--- config.mk ---
export PLATFORM = sky130hd
export DESIGN_NAME = tp10_phy
export DESIGN_NICKNAME = d
export VERILOG_FILES = /design/src/verilog/tp10_pkg.sv /design/src/verilog/tp10_phy.sv
export VERILOG_INCLUDE_DIRS = /design/src /design/src/verilog
export SDC_FILE = /design/constraint.sdc
export NUM_CORES = 1
export LEC_CHECK = 0
export ABC_AREA = 1
export BUFFER_PORTS_ARGS = -buffer_cell sky130_fd_sc_hd__buf_2
export CAP_MARGIN = 5
export CORE_MARGIN = 10
export CORE_UTILIZATION = 45
export CTS_BUF_LIST = sky130_fd_sc_hd__clkbuf_2
export CTS_CLUSTER_DIAMETER = 200
export DETAILED_ROUTE_END_ITERATION = 10
export PLACE_DENSITY_LB_ADDON = 0.2
export SLEW_MARGIN = 20
export SYNTH_ARGS = -nofsm -noshare
export SYNTH_HDL_FRONTEND = slang
export SYNTH_SLANG_ARGS = --single-unit
--- constraint.sdc ---
create_clock -name i_clk -period 2.8 [get_ports i_clk]
set_input_delay 0.28 -clock i_clk [delete_from_list [all_inputs] [get_ports i_clk]]
set_output_delay 0.28 -clock i_clk [all_outputs]
set_load 0.02 [all_outputs]
--- src/verilog/tp10_defines.svh ---
// Constants for the 10 Mbit/s twisted-pair PHY control block
`ifndef TP10_DEFINES_SVH
`define TP10_DEFINES_SVH
// ----------------------------------------------------------------
// Clock and timing
// ----------------------------------------------------------------
`define CLK_NS 20
`define SQ_WIN_NS 150
`define EOP_NS 200
`define CRS_DROP_NS 150
`define SQE_DLY_NS 1000
`define SQE_LEN_NS 1000
`define LP_LEN_NS 100
`define US_NS 1000
// Longest times round down, least times round up
`define SQ_WIN_CYC (`SQ_WIN_NS / `CLK_NS)
`define EOP_CYC ((`EOP_NS + `CLK_NS - 1) / `CLK_NS)
`define CRS_DROP_CYC (`CRS_DROP_NS / `CLK_NS)
`define SQE_DLY_CYC (`SQE_DLY_NS / `CLK_NS)
`define SQE_END_CYC (`SQE_DLY_CYC + (`SQE_LEN_NS / `CLK_NS))
`define LP_LEN_CYC (`LP_LEN_NS / `CLK_NS)
`define US_CYC (`US_NS / `CLK_NS)
`define JAB_US 24000
`define UNJAB_US 256000
`define LP_US 16000
`define LOSS_US 100000
// ----------------------------------------------------------------
// Registers
// ----------------------------------------------------------------
`define REG_STAT1 5'h01
`define REG_CTL 5'h10
`define REG_CFG10 5'h1a
`define REG_STAT10 5'h1c
`define STAT1_LINK 2
`define CFG_POL_DIS 3
`define CFG_JAB_DIS 10
`define CFG_LONG 11
`define CFG_SQE_DIS 12
`define CFG_MASK 16'h1c08
`define CTL_FDX 0
`define ST10_LINK 0
`define ST10_JAB 1
`define ST10_POL 15
`define CFG_RST 16'h0000
`endif

--- src/verilog/tp10_pkg.sv ---
// Types for the 10 Mbit/s twisted-pair PHY control block
package tp10_pkg;
    typedef enum logic [1:0] {
        SQ_IDLE = 2'b00,
        SQ_ARM1 = 2'b01,
        SQ_ARM2 = 2'b10,
        SQ_VALID = 2'b11
    } sq_st_t;

    typedef struct packed {
        logic [1:0] txs;
        logic [1:0] sqp;
        logic [1:0] sqn;
        logic [2:0] mid;
        logic [2:0] lpp;
        logic [1:0] lpi;
        logic [1:0] eopi;
        sq_st_t sq;
        logic sq_low;
        logic sq_first;
        logic [3:0] sq_cnt;
        logic [3:0] mid_cnt;
        logic [5:0] pre;
        logic [19:0] jab_cnt;
        logic jab;
        logic [19:0] lp_cnt;
        logic [2:0] lpw;
        logic [19:0] loss_cnt;
        logic link;
        logic [6:0] sqe_cnt;
        logic [2:0] lp_inv_n;
        logic [1:0] eop_n;
        logic pol;
        logic last_bit;
        logic tx_on;
        logic stop;
        logic end_mid;
        logic crs;
        logic col;
        logic lp_out;
        logic [15:0] cfg;
        logic fdx;
        logic [15:0] rdata;
    } st_t;
endpackage

--- src/verilog/tp10_phy.sv ---
// 10 Mbit/s twisted-pair PHY digital control: squelch, CRS, COL, jabber
//
// The register offsets and the plain strobed port are this design's own decisions.
`timescale 1ns/1ns
`include "tp10_defines.svh"
// How it works
// - Half duplex: COL reports, CRS on tx/rx
// - Full duplex: tx and rx run independently
// - Send from TX_EN rise while link good
// - Last transition mid-cell for one, boundary zero
// - No mid-bit transitions ends frame, CRS drops
// - Squelch: threshold, opposite, original within windows
// - Packet ends after 200 ns squelch silence
// - Reduced squelch thresholds while data valid
// - Long-cable bit lowers receive squelch threshold
// - CRS from rx; tx too in half duplex
// - Half duplex: rx and tx together raise COL
// - SQE pulse on COL after each packet
// - SQE off by config bit or full duplex
// - TX_EN over 24 ms jabbers, COL high
// - Unjab after 256 ms of TX_EN low
// - Config bit turns jabber lockout off
// - No link: tx, rx, collision disabled; jabber can still raise COL
// - Idle line: 100 ns link pulse, 16 ms
// - Seven link pulses or three packets invert
// - Config bit disables polarity correction
// - Link bit merges 10 and 100 link
module tp10_phy import tp10_pkg::*; #(
    parameter int unsigned JAB_US = `JAB_US,
    parameter int unsigned UNJAB_US = `UNJAB_US,
    parameter int unsigned LP_US = `LP_US,
    parameter int unsigned LOSS_US = `LOSS_US
) (
    input wire logic i_clk, // 50 MHz clock
    input wire logic i_nrst, // Async reset, active low
    input wire logic [4:0] i_addr, // Register address
    input wire logic [15:0] i_wdata, // Register write data
    input wire logic i_we, // Write strobe
    input wire logic i_re, // Read strobe
    output logic [15:0] o_rdata, // Read data, cycle after i_re
    input wire logic i_tx_en, // MAC transmit enable
    input wire logic i_tx_bit, // Current encoder bit
    input wire logic i_sq_pos, // Positive squelch crossed
    input wire logic i_sq_neg, // Negative squelch crossed
    input wire logic i_rx_lvl, // Receive comparator level
    input wire logic i_lp_rx, // Received link pulse
    input wire logic i_lp_inv, // Link pulse seen inverted
    input wire logic i_eop_inv, // End pulse seen inverted
    input wire logic i_link100, // 100 Mbit/s link good
    output logic o_crs, // Carrier sense
    output logic o_col, // Collision
    output logic o_tx_on, // Transmitter enabled
    output logic o_tx_stop, // End of transmission pulse
    output logic o_end_mid, // Final transition at mid-cell
    output logic o_lp_out, // Link pulse drive
    output logic o_sq_low, // Reduced squelch thresholds
    output logic o_long_cable, // Lowered squelch threshold
    output logic o_pol_inv // Receive polarity corrected
);
    st_t s;
    st_t n;
    logic tick;
    logic tx_act;
    logic rx_act;
    logic sp;
    logic sn;
    logic lp_rise;
    logic mid_ev;
    logic sqe_ok;

    // Squelch level expected next, given the one seen first
    function automatic logic opp(input logic first, input logic p,
                                 input logic q);
        opp = first ? q : p;
    endfunction

    assign tick = (s.pre == 6'(`US_CYC - 1));
    assign sp = s.sqp[1];
    assign sn = s.sqn[1];
    assign lp_rise = s.lpp[1] & ~s.lpp[2];
    assign mid_ev = s.mid[1] ^ s.mid[2];
    assign tx_act = s.txs[1] & s.link & ~s.jab;
    assign rx_act = (s.sq == SQ_VALID) & s.link;
    assign sqe_ok = ~s.fdx & ~s.cfg[`CFG_SQE_DIS];

    always_comb begin
        n = s;
        // ------------------------------------------------------------
        // Synchronisers
        // ------------------------------------------------------------
        n.txs = {s.txs[0], i_tx_en};
        n.sqp = {s.sqp[0], i_sq_pos};
        n.sqn = {s.sqn[0], i_sq_neg};
        n.mid = {s.mid[1:0], i_rx_lvl};
        n.lpp = {s.lpp[1:0], i_lp_rx};
        n.lpi = {s.lpi[0], i_lp_inv};
        n.eopi = {s.eopi[0], i_eop_inv};
        n.pre = tick ? 6'h00 : s.pre + 6'h01;
        // ------------------------------------------------------------
        // Smart squelch
        // ------------------------------------------------------------
        case (s.sq)
            SQ_IDLE: begin
                if (sp | sn) begin
                    n.sq_first = sp;
                    n.sq_cnt = 4'h0;
                    n.sq = SQ_ARM1;
                end
            end
            SQ_ARM1: begin
                n.sq_cnt = s.sq_cnt + 4'h1;
                if (opp(s.sq_first, sp, sn)) begin
                    n.sq_cnt = 4'h0;
                    n.sq = SQ_ARM2;
                end else if (s.sq_cnt >= 4'(`SQ_WIN_CYC - 1)) begin
                    n.sq = SQ_IDLE;
                end
            end
            SQ_ARM2: begin
                n.sq_cnt = s.sq_cnt + 4'h1;
                if (opp(s.sq_first, sn, sp)) begin
                    n.sq_cnt = 4'h0;
                    n.mid_cnt = 4'h0;
                    n.sq = SQ_VALID;
                end else if (s.sq_cnt >= 4'(`SQ_WIN_CYC - 1)) begin
                    n.sq = SQ_IDLE;
                end
            end
            SQ_VALID: begin
                n.sq_cnt = (sp | sn) ? 4'h0 : s.sq_cnt + 4'h1;
                n.mid_cnt = mid_ev ? 4'h0 : s.mid_cnt + 4'h1;
                // Squelch silence or lost mid-bit transitions end it
                if (s.sq_cnt >= 4'(`EOP_CYC) ||
                    s.mid_cnt >= 4'(`CRS_DROP_CYC)) begin
                    n.sq = SQ_IDLE;
                    if (!s.cfg[`CFG_POL_DIS]) begin
                        n.eop_n = s.eopi[1] ? s.eop_n + 2'h1 : 2'h0;
                        if (s.eopi[1] && s.eop_n == 2'h2) begin
                            n.pol = 1'b1;
                        end
                    end
                end
            end
            default: n.sq = SQ_IDLE;
        endcase
        n.sq_low = (n.sq == SQ_VALID);
        // ------------------------------------------------------------
        // Link integrity and link pulses
        // ------------------------------------------------------------
        if (lp_rise | rx_act) begin
            n.loss_cnt = 20'h00000;
            n.link = 1'b1;
        end else if (tick) begin
            if (s.loss_cnt >= 20'(LOSS_US - 1)) begin
                n.link = 1'b0;
            end else begin
                n.loss_cnt = s.loss_cnt + 20'h00001;
            end
        end
        if (tx_act) begin
            n.lp_cnt = 20'h00000;
            n.lpw = 3'h0;
        end else begin
            if (s.lpw != 3'h0) begin
                n.lpw = s.lpw - 3'h1;
            end
            if (tick) begin
                if (s.lp_cnt >= 20'(LP_US - 1)) begin
                    n.lp_cnt = 20'h00000;
                    n.lpw = 3'(`LP_LEN_CYC);
                end else begin
                    n.lp_cnt = s.lp_cnt + 20'h00001;
                end
            end
        end
        n.lp_out = (n.lpw != 3'h0);
        // ------------------------------------------------------------
        // Polarity detection from link pulses
        // ------------------------------------------------------------
        if (s.cfg[`CFG_POL_DIS]) begin
            n.pol = 1'b0;
            n.lp_inv_n = 3'h0;
            n.eop_n = 2'h0;
        end else if (lp_rise) begin
            n.lp_inv_n = s.lpi[1] ? s.lp_inv_n + 3'h1 : 3'h0;
            if (s.lpi[1] && s.lp_inv_n == 3'h6) begin
                n.pol = 1'b1;
            end
        end
        // ------------------------------------------------------------
        // Jabber: the unjab wait restarts whenever TX_EN rises again
        // ------------------------------------------------------------
        if (s.cfg[`CFG_JAB_DIS]) begin
            n.jab = 1'b0;
            n.jab_cnt = 20'h00000;
        end else if (!s.jab) begin
            if (!s.txs[1]) begin
                n.jab_cnt = 20'h00000;
            end else if (tick) begin
                n.jab_cnt = s.jab_cnt + 20'h00001;
                if (s.jab_cnt >= 20'(JAB_US)) begin
                    n.jab = 1'b1;
                    n.jab_cnt = 20'h00000;
                end
            end
        end else begin
            if (s.txs[1]) begin
                n.jab_cnt = 20'h00000;
            end else if (tick) begin
                n.jab_cnt = s.jab_cnt + 20'h00001;
                if (s.jab_cnt >= 20'(UNJAB_US - 1)) begin
                    n.jab = 1'b0;
                    n.jab_cnt = 20'h00000;
                end
            end
        end
        // ------------------------------------------------------------
        // Transmit start and stop
        // ------------------------------------------------------------
        n.tx_on = tx_act;
        n.stop = s.tx_on & ~tx_act;
        if (tx_act) begin
            n.last_bit = i_tx_bit;
        end
        n.end_mid = (s.tx_on & ~tx_act) ? s.last_bit : 1'b0;
        // ------------------------------------------------------------
        // SQE test pulse
        // ------------------------------------------------------------
        if (s.stop & sqe_ok) begin
            n.sqe_cnt = 7'h01;
        end else if (!sqe_ok || s.sqe_cnt == 7'(`SQE_END_CYC)) begin
            n.sqe_cnt = 7'h00;
        end else if (s.sqe_cnt != 7'h00) begin
            n.sqe_cnt = s.sqe_cnt + 7'h01;
        end
        // ------------------------------------------------------------
        // Carrier sense and collision
        // ------------------------------------------------------------
        n.crs = rx_act | (~s.fdx & tx_act);
        n.col = (~s.fdx & rx_act & tx_act) | s.jab |
                (s.sqe_cnt > 7'(`SQE_DLY_CYC));
        // ------------------------------------------------------------
        // Register port
        // ------------------------------------------------------------
        n.rdata = 16'h0000;
        if (i_we) begin
            case (i_addr)
                `REG_CFG10: n.cfg = i_wdata & `CFG_MASK;
                `REG_CTL: n.fdx = i_wdata[`CTL_FDX];
                default: n.cfg = s.cfg;
            endcase
        end
        if (i_re) begin
            case (i_addr)
                `REG_STAT1:
                    n.rdata[`STAT1_LINK] = s.link | i_link100;
                `REG_CTL: n.rdata[`CTL_FDX] = s.fdx;
                `REG_CFG10: n.rdata = s.cfg;
                `REG_STAT10: begin
                    n.rdata[`ST10_POL] = s.pol;
                    n.rdata[`ST10_JAB] = s.jab;
                    n.rdata[`ST10_LINK] = s.link;
                end
                default: n.rdata = 16'h0000;
            endcase
        end
    end

    always_ff @(posedge i_clk or negedge i_nrst) begin
        if (!i_nrst) begin
            s <= '0;
        end else begin
            s <= n;
        end
    end

    assign o_rdata = s.rdata;
    assign o_crs = s.crs;
    assign o_col = s.col;
    assign o_tx_on = s.tx_on;
    assign o_tx_stop = s.stop;
    assign o_end_mid = s.end_mid;
    assign o_lp_out = s.lp_out;
    assign o_sq_low = s.sq_low;
    assign o_long_cable = s.cfg[`CFG_LONG];
    assign o_pol_inv = s.pol;
endmodule

==> results.yml <==
hold_path:
  hold_path_class: "in -> reg"
sta:
  fin_crit_ns: 2.43
  setup_tns_ns: 0
  grt_setup_unrepaired: "false"
  fin_worst_skew_ns: 0.0363
  fin_crit_sh_pct: 86.7
  max_freq_ghz: 0.412
  finalSetupViolCount: 0
  finalHoldViolCount: 0
  setup_ws_ns: 0.374
  slew_violations: 0
power:
  power.density_nw_per_um2: 486
  ir_drop_mv: 0.310
  power_frac_seq_pct: 56.4
  swShare_pct: 31.9
  leakage_nw: 3.76
  intPower_mw: 2.53
  clockPowerShare_pct: 27.4
  power_mw: 3.71
  p_sw_mw: 1.18
  comb_power_share_pct: 16.2
clock_tree:
  cts_root_buf: "clkbuf_2"
  htree_levels: 4
  worstSkewPairLatency_ns: 0.69
  clock_path_buffers: 2
  clk_pin_slew_ns: 0.19
  cts_tree: "done"
  numCtsBuffers: 17
  cts-resized-gates: 0
  clock_sinks: 132
detailed_routing:
  drt-initial-drc-count: 237
  routedWlPerCell_um: 12.6
  viasPerCell: 4.88
  num_vias: 5348
  firstDrtPassIters: 5
  drt-total-wl_um: 13900
  final_antenna_net_count: 0
  drc: 0
worst_setup_path:
  cp-end-kind: "flop"
  crit_path_start_kind: "input port"
  critPathArrivalTime_ns: 3.07
  cp.required_ns: 3.44
  worstPathMaxFanout: 4
  path_class: "in -> reg"
synth:
  synth_adder_area_share_pct: 3.14
  syn_area_um2: 6780
  synth_edf_count: 0
  synth_simple_gate_area_share_pct: 28.3
  async_reset_ff_share_pct: 100
  synth_top_family_by_area: "simple AND/OR/NAND/NOR gates"
  synth_ff_type: "dfrtp_1"
  syn_avg_cell_area_um2: 8.26
  synthXorXnorAreaFrac_pct: 4.13
  synth_mux_area_share_pct: 0
  seq_area_frac_synth_pct: 48.7
  yosys_warnings: 0
  synth.distinct_cells: 45
  syn_inst: 821
  synth_seq_cells: 132
  synth-compound-area-share_pct: 7.01
layout:
  final_area_um2: 7640
  drive_gt1_share_pct: 11.3
  nFillCells: 1410
  nets: 950
  area_growth_pct: 12.7
flow_run:
  drv_cap: 0
global_route:
  gr-usage-all-layers_pct: 14.2
  antenna_found_initial: 1
  overflow: 0
  grt_pass1_wl_um: 23600
  grt_max_degree: 59
  grt_pass1_vias: 5111
floorplan:
  core_um2: 14600
  die_w_um: 143
  rows: 44
  pin_count: 59
  die-area_um2: 20400
  start_util_pct: 46.3
  dieHeight_um: 143
place:
  place_ws_ns: 0.960
  place_area_um2: 7070
  port_buffers: 39
  dp_hpwl_um: 9650
  gp_routability_congestion: 0.890
run_status:
  status: "complete, no violations"
==> power groups by stage <==
stage | Sequential [mW] | Clock, mW | Combinational (mW)
global placement | 2.13 | 0 | 0.557
CTS | 2.09 | 1.06 | 0.609
detailed placement | 2.13 | 0 | 0.559
finish | 2.09 | 1.02 | 0.602
global route | 2.11 | 1.15 | 0.688
floorplan | 2.14 | 0 | 0.374
==> Yosys cell counts, types with 5 or more instances <==
cell	count	area (um2)
nand2_1	191	717
dfrtp_1	132	3300
nor2_1	117	439
inv_1	97	364
nand3_1	65	325
o21ai_0	30	150
xor2_1	28	245
a21oi_1	20	100
buf_4	19	143
ha_1	17	213
nand4_1	13	81.3
nor3_1	12	60.1
o22ai_1	10	62.6
nand2_2	5	31.3
o21ai_1	5	25.0
or2_2	5	31.3
==> sequential cells by signal, summed over array words and instances, names as in the netlist <==
signal and cells:
s 106, o_long_cable 1, o_crs 1, o_col 1, o_sq_low 1, o_end_mid 1, n 9, o_pol_inv 1
o_rdata 8, o_tx_stop 1, o_tx_on 1, o_lp_out 1
==> what timing repair did <==
| item | in CTS | in global routing |
|---|---|---|
| hold buffers | 36 | 0 |
| setup buffers | 0 | 0 |
| endpoints found under the hold margin | 153 | 0 |
==> worst paths after layout <==
path	from	endpoint	slack [ns]	cells past startpoint
max	i_addr[1]	o_rdata[0]$_DFF_PN0_	0.37	8
min	i_addr[0]	o_rdata[11]$_DFF_PN0_	0.09	6
max reg2reg	s[16]$_DFFE_PN0P_	o_rdata[0]$_DFF_PN0_	0.91	4
min reg2reg	n[149]$_DFF_PN0_	s[149]$_DFF_PN0_	0.37	0
max in group asynchronous	i_nrst	s[68]$_DFFE_PN0P_	2.25	3
min in group asynchronous	i_nrst	s[74]$_DFF_PN0_	0.10	3
==> worst max-delay path, cell delays in order <==
cell and delay, ns:
dlygate4sd3_1 0.55, buf_2 0.15, nor2_1 0.17, dlygate4sd3_1 0.57, nand3_1 0.06, dlygate4sd3_1 0.56
a21oi_1 0.16, dlygate4sd3_1 0.57
==> final cells by class <==
type	count	area (um2)	area share, %
flip-flops and latches	132	3300	43.2
multi-input cells	570	2920	38.2
repair buffers	77	599	7.84
inverters	101	387	5.06
well taps	184	230	3.01
clock inverters	15	115	1.51
clock buffers	17	85.1	1.11
diodes	1	2.50	0.0328
==> cell usage in the layout (no fill, tap or decap), drive strengths merged, types with 2 or more instances in the layout <==
cell type,count
xor2,28
dlygate4sd3,35
nor3,14
ha,17
xnor2,4
nand3b,2
o22ai,10
nand3,68
o21ai,36
dfrtp,132
inv,101
a21oi,21
clkinv,13
o21bai,3
nor4,2
nor3b,2
nand4,14
nor2,122
clkbuf,17
nand2,200
o221ai,2
a211oi,2
conb,8
or2,5
a31oi,4
buf,42
==> metal layers <==
metal	GRT usage, %	routed length, um
met5	0	0
met2	23.4	6690
met3	3.55	512
met1	17.6	6430
met4	5.48	242
==> cell families after synthesis <==
group           after synthesis
fa+ha+maj                    17
simple gates                430
compound gates               83
other cells                   1
xor+xnor                     32
buf+inv                     126
flops                       132
==> metrics by stage <==
step,hold WS (ns),instances,utilization (%)
6_report,0.0911,1097,52.2
5_1_grt,0.0330,1097,52.2
4_1_cts,0.0191,1096,52.2
3_5_place_dp,0.220,1028,48.3
3_3_place_gp,0.220,1028,48.3
2_1_floorplan,-0.0156,828,-
(Power assumes the default switching activity.)
